## config.mk

```make
export PLATFORM = sky130hd
export DESIGN_NAME = mpg_top
export DESIGN_NICKNAME = d
export VERILOG_FILES = /design/src/common/mpg_pkg.sv /design/src/common/mpg_chk_if.sv /design/src/hdl/mpg_part_check.sv /design/src/hdl/mpg_top.sv
export SDC_FILE = /design/constraint.sdc
export NUM_CORES = 2
export LEC_CHECK = 0
export BUFFER_PORTS_ARGS = -buffer_cell sky130_fd_sc_hd__buf_4
export CORE_MARGIN = 4
export CORE_UTILIZATION = 45
export CTS_CLUSTER_SIZE = 24
export DETAILED_ROUTE_END_ITERATION = 8
export SETUP_SLACK_MARGIN = 0.05
export SLEW_MARGIN = 20
export SYNTH_ARGS = -nofsm -noshare
export SYNTH_HDL_FRONTEND = slang
export SYNTH_SLANG_ARGS = --single-unit
```

## constraint.sdc

```tcl
create_clock -name clk_i -period 83.7 [get_ports clk_i]
set_clock_uncertainty 0.1 [all_clocks]
set_input_delay 25.11 -clock clk_i [delete_from_list [all_inputs] [get_ports clk_i]]
set_output_delay 25.11 -clock clk_i [all_outputs]
set_load 0.01 [all_outputs]
```

## src/common/mpg_pkg.sv

```systemverilog
// mpg_pkg: constants, register map and types of the memory partition guard
// assumes: 32-bit register words, byte addresses on an 8-bit register port
package mpg_pkg;
  // ==========================================================
  // sizes
  localparam int NPART = 4;
  localparam int AW = 8;
  localparam int DW = 32;
  localparam int NTRACE = 4;
  localparam int NEV = 4;

  // ==========================================================
  // register offsets (byte addresses)
  localparam logic [AW-1:0] OFS_OPMODE = 8'h00;
  localparam logic [AW-1:0] OFS_STATUS = 8'h04;
  localparam logic [AW-1:0] OFS_MASK = 8'h08;
  localparam logic [AW-1:0] OFS_LIFE = 8'h0C;
  localparam logic [AW-1:0] OFS_VADDR = 8'h10;
  localparam logic [1:0] BANK_MISC = 2'h0;
  localparam logic [1:0] BANK_FLASH = 2'h1;
  localparam logic [1:0] BANK_RAM = 2'h2;
  localparam logic [3:0] TRACE_HI = 4'h2;
  localparam logic [1:0] FLD_BASE = 2'h0;
  localparam logic [1:0] FLD_LIMIT = 2'h1;
  localparam logic [1:0] FLD_ATTR = 2'h2;

  // ==========================================================
  // field positions
  localparam int OPM_FLASH_BOOT = 0;
  localparam int OPM_ROM_USER_RD = 1;
  localparam int OPM_FLASH_USER_WR = 2;
  localparam int OPM_LOCK = 3;
  localparam int OPM_W = 4;
  localparam int ATTR_EN = 0;
  localparam int ATTR_RD = 1;
  localparam int ATTR_WR = 2;
  localparam int ATTR_EX = 3;
  localparam int ATTR_W = 4;
  localparam int EV_ACCESS = 0;
  localparam int EV_PRIV = 1;
  localparam int EV_TRACE = 2;
  localparam int EV_TEST = 3;
  localparam int LIFE_TEST = 0;
  localparam int LIFE_NORMAL = 1;

  // ==========================================================
  // values after reset
  localparam logic [OPM_W-1:0] OPM_RST = 4'h0;
  localparam logic [DW-1:0] BASE_RST = 32'hFFFF_FFFF;
  localparam logic [DW-1:0] LIMIT_RST = 32'h0000_0000;
  localparam logic [ATTR_W-1:0] ATTR_RST = 4'h0;
  localparam logic [NEV-1:0] EV_RST = 4'h0;
  localparam logic [DW-1:0] WORD_RST = 32'h0000_0000;

  // ==========================================================
  // types
  typedef enum logic [1:0] {SP_ROM, SP_FLASH, SP_RAM, SP_SFR} mpg_space_t;
  typedef enum {LC_BOOT, LC_FACTORY, LC_TEST, LC_NORMAL} mpg_life_t;
endpackage : mpg_pkg

```

## src/common/mpg_chk_if.sv

```systemverilog
// mpg_chk_if: partition configuration and one access request to be judged
// assumes: driven by mpg_top, judged combinationally by mpg_part_check
`timescale 1ns/10ps
interface mpg_chk_if;
  import mpg_pkg::*;
  logic [DW-1:0] fl_base [NPART];
  logic [DW-1:0] fl_limit [NPART];
  logic [ATTR_W-1:0] fl_attr [NPART];
  logic [DW-1:0] ram_base [NPART];
  logic [DW-1:0] ram_limit [NPART];
  logic [ATTR_W-1:0] ram_attr [NPART];
  logic [OPM_W-1:0] opmode;
  logic [DW-1:0] addr;
  mpg_space_t space;
  logic write;
  logic exec;
  logic priv;
  logic permit;
  modport cfg (output fl_base, fl_limit, fl_attr, ram_base, ram_limit, ram_attr,
    opmode, addr, space, write, exec, priv, input permit);
  modport chk (input fl_base, fl_limit, fl_attr, ram_base, ram_limit, ram_attr,
    opmode, addr, space, write, exec, priv, output permit);
endinterface : mpg_chk_if

```

## src/hdl/mpg_part_check.sv

```systemverilog
// mpg_part_check: judges one access against partitions and mode attributes
// assumes: purely combinational, result registered by the caller
`timescale 1ns/10ps
module mpg_part_check
  import mpg_pkg::*;
(
  mpg_chk_if.chk chk
);
  // ==========================================================
  // helpers
  function automatic logic in_part(input logic [DW-1:0] a, input logic [DW-1:0] b,
    input logic [DW-1:0] l, input logic [ATTR_W-1:0] attr);
    return attr[ATTR_EN] && (a >= b) && (a <= l);
  endfunction : in_part

  function automatic logic rights_ok(input logic [ATTR_W-1:0] attr, input logic wr,
    input logic ex);
    return wr ? attr[ATTR_WR] : (ex ? attr[ATTR_EX] : attr[ATTR_RD]);
  endfunction : rights_ok

  // ==========================================================
  // partition match
  logic fl_ok;
  logic ram_ok;
  always_comb begin
    fl_ok = 1'b0;
    ram_ok = 1'b0;
    for (int i = 0; i < NPART; i++) begin
      if (in_part(chk.addr, chk.fl_base[i], chk.fl_limit[i], chk.fl_attr[i]) &&
          rights_ok(chk.fl_attr[i], chk.write, chk.exec)) begin
        fl_ok = 1'b1;
      end
      if (in_part(chk.addr, chk.ram_base[i], chk.ram_limit[i], chk.ram_attr[i]) &&
          rights_ok(chk.ram_attr[i], chk.write, chk.exec)) begin
        ram_ok = 1'b1;
      end
    end
  end

  // ==========================================================
  // decision by space and privilege
  always_comb begin
    case (chk.space)
      SP_ROM: begin
        chk.permit = !chk.opmode[OPM_FLASH_BOOT] && !chk.write &&
          (chk.priv || chk.opmode[OPM_ROM_USER_RD]);
      end
      SP_FLASH: begin
        chk.permit = chk.priv ||
          (fl_ok && (!chk.write || chk.opmode[OPM_FLASH_USER_WR]));
      end
      SP_RAM: begin
        chk.permit = chk.priv || ram_ok;
      end
      default: begin
        chk.permit = chk.priv;
      end
    endcase
  end
endmodule : mpg_part_check

```

## src/hdl/mpg_top.sv

```systemverilog
// mpg_top: memory partition guard with operating-mode selector and life cycle
// assumes: one clock, all inputs from logic on clk_i, core holds requests one cycle
//
// What this block does
// - all registers take defaults at power-on reset
// - ROM and flash attributes default without software
// - memory split into partitions, each own attributes
// - user accesses limited to configured partitions
// - mode selector sets ROM, flash attributes, mode
// - configuration writes only take effect when privileged
// - each partition has base and limit registers
// - separate partition register sets for flash, RAM
// - separate attribute register per partition
// - normal mode permanent, never back to test
// - traceability data read-only after normal mode
// - test mode entry needs valid password
// - test commands disabled in normal mode
// - functional test only in test mode
// - prohibited area accesses are trapped
// - decisions depend on privileged or user mode
//
// Local design decisions: the plain strobed port and the register addresses.
`timescale 1ns/10ps
module mpg_top
  import mpg_pkg::*;
#(
  parameter logic [DW-1:0] TEST_PWD = 32'h3C5A_A5C3
) (
  input wire logic clk_i,
  input wire logic rst_i,
  input wire logic ce_i,
  input wire logic [AW-1:0] addr_i,
  input wire logic [DW-1:0] wdata_i,
  input wire logic wr_i,
  input wire logic rd_i,
  input wire logic priv_i,
  output logic [DW-1:0] rdata_o,
  input wire logic acc_req_i,
  input wire logic [DW-1:0] acc_addr_i,
  input wire logic [1:0] acc_space_i,
  input wire logic acc_write_i,
  input wire logic acc_exec_i,
  input wire logic acc_priv_i,
  output logic acc_grant_o,
  output logic acc_trap_o,
  input wire logic fuse_normal_i,
  input wire logic pwd_valid_i,
  input wire logic [DW-1:0] pwd_i,
  input wire logic go_normal_i,
  input wire logic trace_wr_i,
  input wire logic [1:0] trace_idx_i,
  input wire logic [DW-1:0] trace_data_i,
  input wire logic func_req_i,
  output logic func_ack_o,
  output logic fuse_burn_o,
  output logic test_mode_o,
  output logic irq_o
);
  // ==========================================================
  // state
  logic [DW-1:0] fl_base_q [NPART];
  logic [DW-1:0] fl_limit_q [NPART];
  logic [ATTR_W-1:0] fl_attr_q [NPART];
  logic [DW-1:0] ram_base_q [NPART];
  logic [DW-1:0] ram_limit_q [NPART];
  logic [ATTR_W-1:0] ram_attr_q [NPART];
  logic [DW-1:0] trace_q [NTRACE];
  logic [OPM_W-1:0] opmode_q;
  logic [NEV-1:0] status_q;
  logic [NEV-1:0] status_d;
  logic [NEV-1:0] mask_q;
  logic [DW-1:0] vaddr_q;
  mpg_life_t life_q;
  mpg_life_t life_d;
  logic [DW-1:0] rdata_q;
  logic grant_q;
  logic trap_q;
  logic func_ack_q;
  logic burn_q;
  logic irq_q;
  logic test_q;

  // ==========================================================
  // register decode
  function automatic logic is_reg(input logic [AW-1:0] a, input logic [AW-1:0] ofs);
    return a == ofs;
  endfunction : is_reg

  wire logic [1:0] bank = addr_i[7:6];
  wire logic [1:0] pidx = addr_i[5:4];
  wire logic [1:0] fld = addr_i[3:2];
  wire logic wr_ok = ce_i && wr_i && priv_i;
  wire logic wr_denied = ce_i && wr_i && !priv_i;
  wire logic wr_opm = wr_ok && is_reg(addr_i, OFS_OPMODE) && !opmode_q[OPM_LOCK];
  wire logic wr_status = wr_ok && is_reg(addr_i, OFS_STATUS);
  wire logic wr_mask = wr_ok && is_reg(addr_i, OFS_MASK);
  wire logic wr_fl = wr_ok && (bank == BANK_FLASH);
  wire logic wr_ram = wr_ok && (bank == BANK_RAM);
  wire logic in_test = (life_q == LC_TEST);
  wire logic in_normal = (life_q == LC_NORMAL);
  wire logic pwd_good = pwd_valid_i && (pwd_i == TEST_PWD);

  // ==========================================================
  // access judgement
  mpg_chk_if chk_if ();

  always_comb begin
    for (int i = 0; i < NPART; i++) begin
      chk_if.fl_base[i] = fl_base_q[i];
      chk_if.fl_limit[i] = fl_limit_q[i];
      chk_if.fl_attr[i] = fl_attr_q[i];
      chk_if.ram_base[i] = ram_base_q[i];
      chk_if.ram_limit[i] = ram_limit_q[i];
      chk_if.ram_attr[i] = ram_attr_q[i];
    end
  end
  assign chk_if.opmode = opmode_q;
  assign chk_if.addr = acc_addr_i;
  assign chk_if.space = mpg_space_t'(acc_space_i);
  assign chk_if.write = acc_write_i;
  assign chk_if.exec = acc_exec_i;
  assign chk_if.priv = acc_priv_i;

  mpg_part_check mpg_part_check_inst (
    .chk(chk_if.chk)
  );

  wire logic acc_ok = ce_i && acc_req_i && chk_if.permit;
  wire logic acc_bad = ce_i && acc_req_i && !chk_if.permit;

  // ==========================================================
  // events and test-port refusals
  wire logic trace_rej = ce_i && trace_wr_i && !in_test;
  wire logic pwd_rej = pwd_valid_i && (life_q != LC_FACTORY || !pwd_good);
  wire logic cmd_rej = (go_normal_i || func_req_i) && !in_test;
  wire logic test_rej = ce_i && (pwd_rej || cmd_rej);
  wire logic [NEV-1:0] ev = {test_rej, trace_rej, wr_denied, acc_bad};

  always_comb begin
    status_d = status_q;
    if (wr_status) begin
      status_d = status_d & ~wdata_i[NEV-1:0];
    end
    status_d = status_d | ev;
  end

  // ==========================================================
  // life cycle
  always_comb begin
    life_d = life_q;
    case (life_q)
      LC_BOOT: begin
        life_d = fuse_normal_i ? LC_NORMAL : LC_FACTORY;
      end
      LC_FACTORY: begin
        if (pwd_good) begin
          life_d = LC_TEST;
        end
      end
      LC_TEST: begin
        if (go_normal_i) begin
          life_d = LC_NORMAL;
        end
      end
      default: begin
        life_d = LC_NORMAL;
      end
    endcase
  end

  // ==========================================================
  // read data
  logic [DW-1:0] rd_mux;
  always_comb begin
    rd_mux = WORD_RST;
    if (bank == BANK_FLASH) begin
      if (fld == FLD_BASE) rd_mux = fl_base_q[pidx];
      else if (fld == FLD_LIMIT) rd_mux = fl_limit_q[pidx];
      else if (fld == FLD_ATTR) rd_mux = {{(DW-ATTR_W){1'b0}}, fl_attr_q[pidx]};
    end else if (bank == BANK_RAM) begin
      if (fld == FLD_BASE) rd_mux = ram_base_q[pidx];
      else if (fld == FLD_LIMIT) rd_mux = ram_limit_q[pidx];
      else if (fld == FLD_ATTR) rd_mux = {{(DW-ATTR_W){1'b0}}, ram_attr_q[pidx]};
    end else if (addr_i[7:4] == TRACE_HI) begin
      rd_mux = trace_q[fld];
    end else if (is_reg(addr_i, OFS_OPMODE)) begin
      rd_mux = {{(DW-OPM_W){1'b0}}, opmode_q};
    end else if (is_reg(addr_i, OFS_STATUS)) begin
      rd_mux = {{(DW-NEV){1'b0}}, status_q};
    end else if (is_reg(addr_i, OFS_MASK)) begin
      rd_mux = {{(DW-NEV){1'b0}}, mask_q};
    end else if (is_reg(addr_i, OFS_LIFE)) begin
      rd_mux = {{(DW-2){1'b0}}, in_normal, in_test};
    end else if (is_reg(addr_i, OFS_VADDR)) begin
      rd_mux = vaddr_q;
    end
  end

  // ==========================================================
  // flash partition registers
  always_ff @(posedge clk_i or posedge rst_i) begin
    if (rst_i) begin
      for (int i = 0; i < NPART; i++) begin
        fl_base_q[i] <= BASE_RST;
        fl_limit_q[i] <= LIMIT_RST;
        fl_attr_q[i] <= ATTR_RST;
      end
    end else begin
      if (wr_fl && fld == FLD_BASE) fl_base_q[pidx] <= wdata_i;
      if (wr_fl && fld == FLD_LIMIT) fl_limit_q[pidx] <= wdata_i;
      if (wr_fl && fld == FLD_ATTR) fl_attr_q[pidx] <= wdata_i[ATTR_W-1:0];
    end
  end

  // ==========================================================
  // RAM partition registers
  always_ff @(posedge clk_i or posedge rst_i) begin
    if (rst_i) begin
      for (int i = 0; i < NPART; i++) begin
        ram_base_q[i] <= BASE_RST;
        ram_limit_q[i] <= LIMIT_RST;
        ram_attr_q[i] <= ATTR_RST;
      end
    end else begin
      if (wr_ram && fld == FLD_BASE) ram_base_q[pidx] <= wdata_i;
      if (wr_ram && fld == FLD_LIMIT) ram_limit_q[pidx] <= wdata_i;
      if (wr_ram && fld == FLD_ATTR) ram_attr_q[pidx] <= wdata_i[ATTR_W-1:0];
    end
  end

  // ==========================================================
  // traceability store
  always_ff @(posedge clk_i or posedge rst_i) begin
    if (rst_i) begin
      for (int i = 0; i < NTRACE; i++) trace_q[i] <= WORD_RST;
    end else if (ce_i && trace_wr_i && in_test) begin
      trace_q[trace_idx_i] <= trace_data_i;
    end
  end

  // ==========================================================
  // control registers
  always_ff @(posedge clk_i or posedge rst_i) begin
    if (rst_i) begin
      opmode_q <= OPM_RST;
      mask_q <= EV_RST;
      vaddr_q <= WORD_RST;
    end else if (ce_i) begin
      if (wr_opm) opmode_q <= wdata_i[OPM_W-1:0];
      if (wr_mask) mask_q <= wdata_i[NEV-1:0];
      if (acc_bad) vaddr_q <= acc_addr_i;
    end
  end

  // ==========================================================
  // status and life cycle state
  always_ff @(posedge clk_i or posedge rst_i) begin
    if (rst_i) begin
      status_q <= EV_RST;
      life_q <= LC_BOOT;
    end else if (ce_i) begin
      status_q <= status_d;
      life_q <= life_d;
    end
  end

  // ==========================================================
  // access answers
  always_ff @(posedge clk_i or posedge rst_i) begin
    if (rst_i) begin
      grant_q <= 1'b0;
      trap_q <= 1'b0;
    end else if (ce_i) begin
      grant_q <= acc_ok;
      trap_q <= acc_bad;
    end
  end

  // ==========================================================
  // bus and test-port answers
  always_ff @(posedge clk_i or posedge rst_i) begin
    if (rst_i) begin
      rdata_q <= WORD_RST;
      func_ack_q <= 1'b0;
      burn_q <= 1'b0;
      test_q <= 1'b0;
      irq_q <= 1'b0;
    end else if (ce_i) begin
      rdata_q <= rd_i ? rd_mux : WORD_RST;
      func_ack_q <= func_req_i && in_test;
      burn_q <= go_normal_i && in_test;
      test_q <= (life_d == LC_TEST);
      irq_q <= |(status_d & mask_q);
    end
  end

  assign rdata_o = rdata_q;
  assign acc_grant_o = grant_q;
  assign acc_trap_o = trap_q;
  assign func_ack_o = func_ack_q;
  assign fuse_burn_o = burn_q;
  assign test_mode_o = test_q;
  assign irq_o = irq_q;
endmodule : mpg_top

```

# Word-level counts from Yosys, hierarchy flattened
# Index checks and enable logic that the tools add are counted.
word_totals:
  input_bits: 155
  register_bits: 786
  elab_cells: 243
classes:
  n_reduce_logical: 78
  mux: 79
  n_eq_ne: 18
  magnitude_cmp: 21
  bitwise_logic: 7
op_table:
  columns: ["operator", "count"]
  rows:
  - ["two-way mux 32 bit", 27]
  - ["bitwise mux 128 bit", 5]
  - ["binary-select mux 32 bit (select 2 bit)", 5]
  - [">= comparator 32 bit", 8]
  - ["<= comparator 32 bit", 8]
  - ["demux 32 bit (select 2 bit)", 2]
  - ["equality test 32 x 3 -> 1 bit (second input constant)", 3]
  - ["one-hot mux 32 bit (3 select lines)", 1]
  - ["logical AND 1 bit", 56]
  - ["bitwise mux 16 bit", 2]
  - ["equality test 32 x 1 -> 1 bit (second input constant)", 1]
  - ["equality test 32 x 2 -> 1 bit (second input constant)", 1]
  - ["equality test 32 x 30 -> 1 bit (second input constant)", 1]
  - ["zero test 32 bit", 1]
  - ["two-way mux 4 bit", 8]
  - ["!= test 32 x 2 -> 1 bit (second input constant)", 1]
  - ["two-way mux 1 bit", 24]
  - ["binary-select mux 4 bit (select 2 bit)", 2]
  - ["equality test 8 x 4 -> 1 bit (second input constant)", 2]
  - [">= comparator 3 bit (second input constant)", 3]
  - ["NOT 2 -> 3 bit", 3]
  - ["AND 4 bit", 2]
  - ["demux 4 bit (select 2 bit)", 1]
  - ["equality test 8 x 3 -> 1 bit (second input constant)", 1]
  - ["15 further kinds", 35]

# Longest topological paths before layout
logic_depth:
  word_depth: 16
  ltp_mapped: 13
  depth_no_buf: 12

# By module
# Synthesis repeated with hierarchy kept, for this count alone.
hier_totals:
  cells_unflattened: 4070
  hier_area_um2: 48230.0
by_module_without_submodules:
  columns: ["mod", "area_per_inst_um2", "cells_each", "n_inst", "seq_area_each_um2"]
  rows:
  - ["mpg_top", 35331.4, 2248, 1, 19989.2]
  - ["mpg_part_check", 12898.6, 1822, 1, 0.0]

# Least setup slack after synthesis
# No wires, ideal clock.
synth_timing:
  kind: "in2reg"
  startpoint: "input port acc_addr_i[0]"
  endpoint: "register vaddr_q[31]"
  path_slack_ns: 55.631
  t_required_ns: 83.475
  path_buffers: 1
  arrival_ns: 27.844
  path_stages: 13
  setup_ns: 0.125
  cell_sequence: "inv_1 ha_1 nand2b_1 a21o_1 a21oi_1 o211ai_1 a21o_1 a211o_1 a2111o_1 nand4b_2 o2111ai_4 buf_6 mux2_4"
synth_between:
  elab_chain_cells: 14
  elab_cells_between_ends: 55
  classes_between: "16 x order compare; 9 x mux; 30 x reduce/logical"
synth_rtl:
  columns: ["item", "line_no", "rtl"]
  rows:
  - ["start: declaration", "mpg_top.sv:39", "input wire logic [DW-1:0] acc_addr_i,"]
  - [">= comparator 32 bit", "mpg_part_check.sv:13", "return attr[ATTR_EN] && (a >= b) && (a <= l);"]
  - ["logical AND 1 bit (2 in a row)", "mpg_part_check.sv:13", null]
  - ["logical AND 1 bit", "mpg_part_check.sv:29", "if (in_part(chk.addr, chk.fl_base[i], chk.fl_limit[i], chk.fl_attr[i]) &&"]
  - ["two-way mux 1 bit (4 in a row)", "mpg_part_check.sv:29", null]
  - ["logical AND 1 bit", "mpg_part_check.sv:50", "(fl_ok && (!chk.write || chk.opmode[OPM_FLASH_USER_WR]));"]
  - ["logical OR 1 bit", "mpg_part_check.sv:49", "chk.permit = chk.priv ||"]
  - ["one-hot mux 1 bit (3 select lines) (*)", "mpg_part_check.sv:43", "case (chk.space)"]
  - ["zero test 1 bit (*)", "mpg_top.sv:129", "wire logic acc_bad = ce_i && acc_req_i && !chk_if.permit;"]
  - ["logical AND 1 bit (*)", "mpg_top.sv:129", null]
  - ["AND reduction 2 bit (no source line) (*)", null, null]
  - ["end signal: assignment", "mpg_top.sv:251", "if (acc_bad) vaddr_q <= acc_addr_i;"]
  - ["end: declaration", "mpg_top.sv:72", "logic [DW-1:0] vaddr_q;"]
# Every way passes the cells marked *; elsewhere a longest branch is shown, timed or not.
# A chain may end at the register's enable or synchronous reset.

# Worst setup path after layout
layout_timing:
  startpoint: "input port acc_addr_i[0]"
  endpoint: "register vaddr_q[13]"
# The elaborated chain is that of the path after synthesis.

==> qor.csv <==
metric;value;unit
p_seq_share;43.0;%
hp-class;reg -> reg;
synth-edff-count;0;
nNetsFinal;5334;
status;completed;
hold_slack;0.3707;ns
p_per_area;19.69;nW/um^2
synth_top_area_share;27.90;%
synth-warning-count;0;
peakVddDrop;0.02183;mV
ys_ff_latch;786;
cts_hold_buf;0;
r2r_cells;13;
cts_root_buffer;clkbuf_16;
core;104200;sq um
drive_gt1_share;24.51;%
finalInstanceArea;53420;sq um
dr.pass1.iters;5;
io_buffers;192;
yosysMostFrequentCell;dfrtp_1;
cts.reportedPaths.clkPinSlew;0.06;ns
drtIter0Drc;3747;
worstHoldStart;life_q[1];
crit_path_max_fanout;31;
syn_area_per_cell;10.44;sq um
synthesis.nets;5222;
vias_per_cell;5.989;
drv_cap;0;
multi_input_area;24870;sq um
synth-compound-area-share;12.10;%
start_util;45.61;%
setup-tns-final;0;ns
leakage;0.02483;uW
yosysSeqAreaShare;42.05;%
fp.dieH;333.0;um
tightestPinTransition;1.221;ns
cp-end-kind;register;
arrival;30.07;ns
placed_cell_area;50410;sq um
slew_violations;0;
wl_per_cell;27.12;um
grt.overflow.total;0;
p_switching;311.2;uW
num_rows;118;
synth_ff_type;dfrtp_1;
cts_buffers;90;
comb_power_share;18.6;%
hold_path_depth;1;
async_reset_ff_share;100.0;%
finalCriticalPeriod;29.61;ns
vias;36660;
whs_endpoint;life_q[1];
seq_area;19990;sq um
fin_util;51.25;%
antenna_left;0;
post_cts_resized;0;
r2r_setup_slack;78.60;ns
post_cts_buffers;0;
swShare;29.58;%
synth_top_family_by_area;multiplexers;
synth_area_leaders;dfrtp_1 (28%), dfstp_2 (14%), ha_1 (14%);
drc;0;
grt_pass1_wl;245200;um
clkLatencyLatePin;0.70;ns
grt_max_degree;181;
start_kind;primary input;
muxShareOfSynthArea;16.89;%
yosys.area.top_type;dfrtp_1;
gp_congestion;0.9997;
area_growth;12.37;%
ys_top_cells_by_count;dfrtp_1 (530), nand2_1 (523), inv_1 (516);
track_usage;29.52;%
cts_buffer_depth;3;
yosys.area_share.simple;9.438;%
cts_tree;yes;
grt_pass1_vias;36070;
relSlewSlack;17.82;%
hold_viol;0;
r2r-start;chk_if.fl_base[2];
syn_inst;4552;
post-route-period-util;35.38;%
synth_area;47540;sq um
rsz0062_at_grt;false;
io_pins;193;
fill_cells;9517;
finalSetupViolCount;0;
synth_cell_types;75;
n_antenna_cell;0;
required;84.16;ns
drt_wl_total;166000;um
htreeDepth;3;
synthAdderAreaFrac;13.55;%
clkPwrFrac;38.5;%
internal-power;740.6;uW
clock.fmax;33.77;MHz
cts.sinks;786;
die_area;110900;sq um
rr_endpoint;vaddr_q[13];
yosys.area_share.xor_xnor;0;%
path_class;in -> reg;
antenna_found_initial;5;
die_x;333.0;um
post-dp-hpwl;117900;um
-- cells by family after synthesis --
group           after synthesis
mux                         559
buf+inv                     742
compound gates              975
flops                       786
fa+ha+maj                   515
simple gates                975
-- power by group through the flow --
stage                     clock (uW)  sequential (uW)  combinational (uW)
after detailed placement           0              457                 192
final                            405              452                 195
after CTS                        410              451                 193
after floorplan                    0              450                 120
after global placement             0              456                 188
after global routing             425              456                 212
-- layout make-up --
type	count	area share (%)
Inverter	517	3.647
Sequential cell	786	37.42
Clock inverter	27	0.6909
Multi-Input combinational cell	3024	46.56
Clock buffer	142	4.886
Timing Repair Buffer	245	3.562
Tap cell	1380	3.232
-- sequential cells by signal, summed over array words and instances, names as in the netlist, 4 cells and up --
| register | cells |
|---|---|
| chk_if.fl_attr | 16 |
| chk_if.fl_base | 128 |
| chk_if.fl_limit | 128 |
| chk_if.opmode | 4 |
| chk_if.ram_attr | 16 |
| chk_if.ram_base | 128 |
| chk_if.ram_limit | 128 |
| life_q | 32 |
| mask_q | 4 |
| rdata_o | 32 |
| status_q | 4 |
| trace_q | 128 |
| vaddr_q | 32 |
-- metrics by stage --
step	instances	setup slack, ns	total power, uW
3_5_place_dp	5951	53.46	649.3
2_1_floorplan	4552	36.85	569.6
3_3_place_gp	5951	53.47	644.3
5_1_grt	6121	54.05	1094
4_1_cts	6120	54.15	1054
6_report	6121	54.09	1052
-- placed cells by master (no fill, tap or decap), types with 19 or more instances in the layout --
| cell | n |
|---|---|
| nor2b_1 | 52 |
| a21o_1 | 57 |
| nor3_1 | 30 |
| nand2_1 | 521 |
| o21ai_0 | 502 |
| mux2_2 | 332 |
| nor2_1 | 103 |
| nand4_1 | 97 |
| mux4_2 | 160 |
| nor4_1 | 19 |
| mux2i_1 | 61 |
| a221oi_1 | 34 |
| a21oi_1 | 202 |
| clkbuf_1 | 38 |
| dfstp_2 | 256 |
| buf_4 | 238 |
| clkbuf_16 | 92 |
| a211oi_1 | 24 |
| o211ai_1 | 30 |
| nand3_1 | 44 |
| a32o_1 | 23 |
| inv_1 | 515 |
| dfrtp_1 | 530 |
| ha_1 | 515 |
| nand2b_1 | 28 |
-- worst max-delay path by stage --
stage / start / cells past startpoint / slack [ns] / to
floorplan: rst_i / 1 / 36.85 / acc_grant_o
detailed placement: acc_addr_i[0] / 14 / 53.46 / vaddr_q[25]
global placement: acc_addr_i[0] / 14 / 53.47 / vaddr_q[19]
global route: acc_addr_i[0] / 14 / 54.05 / vaddr_q[13]
CTS: acc_addr_i[0] / 14 / 54.15 / vaddr_q[4]
finish: acc_addr_i[0] / 14 / 54.09 / vaddr_q[13]
-- worst max-delay path, stage by stage --
cell,delay [ns]
buf_4,0.11
inv_1,0.55
ha_1,0.25
nor2b_1,0.04
o21ai_0,0.41
a21oi_1,0.26
o21ai_0,0.82
nand4_1,0.54
a21oi_1,0.29
a2111o_1,0.18
nand4b_2,0.23
o2111ai_4,0.20
buf_4,0.57
mux2_2,0.42
-- routing by layer --
layer  up-vias  track usage (%)  routed length [um]  share of wire, %
met2      1538            45.81               74310                45
met3       389            5.458               12940               7.8
met1     18280            40.27               69430                42
met5         -                0                  30             0.018
li1      16450                -                   -                 -
met4         4            13.85                9286               5.6
No activity file was read; power rests on OpenSTA's default activity.
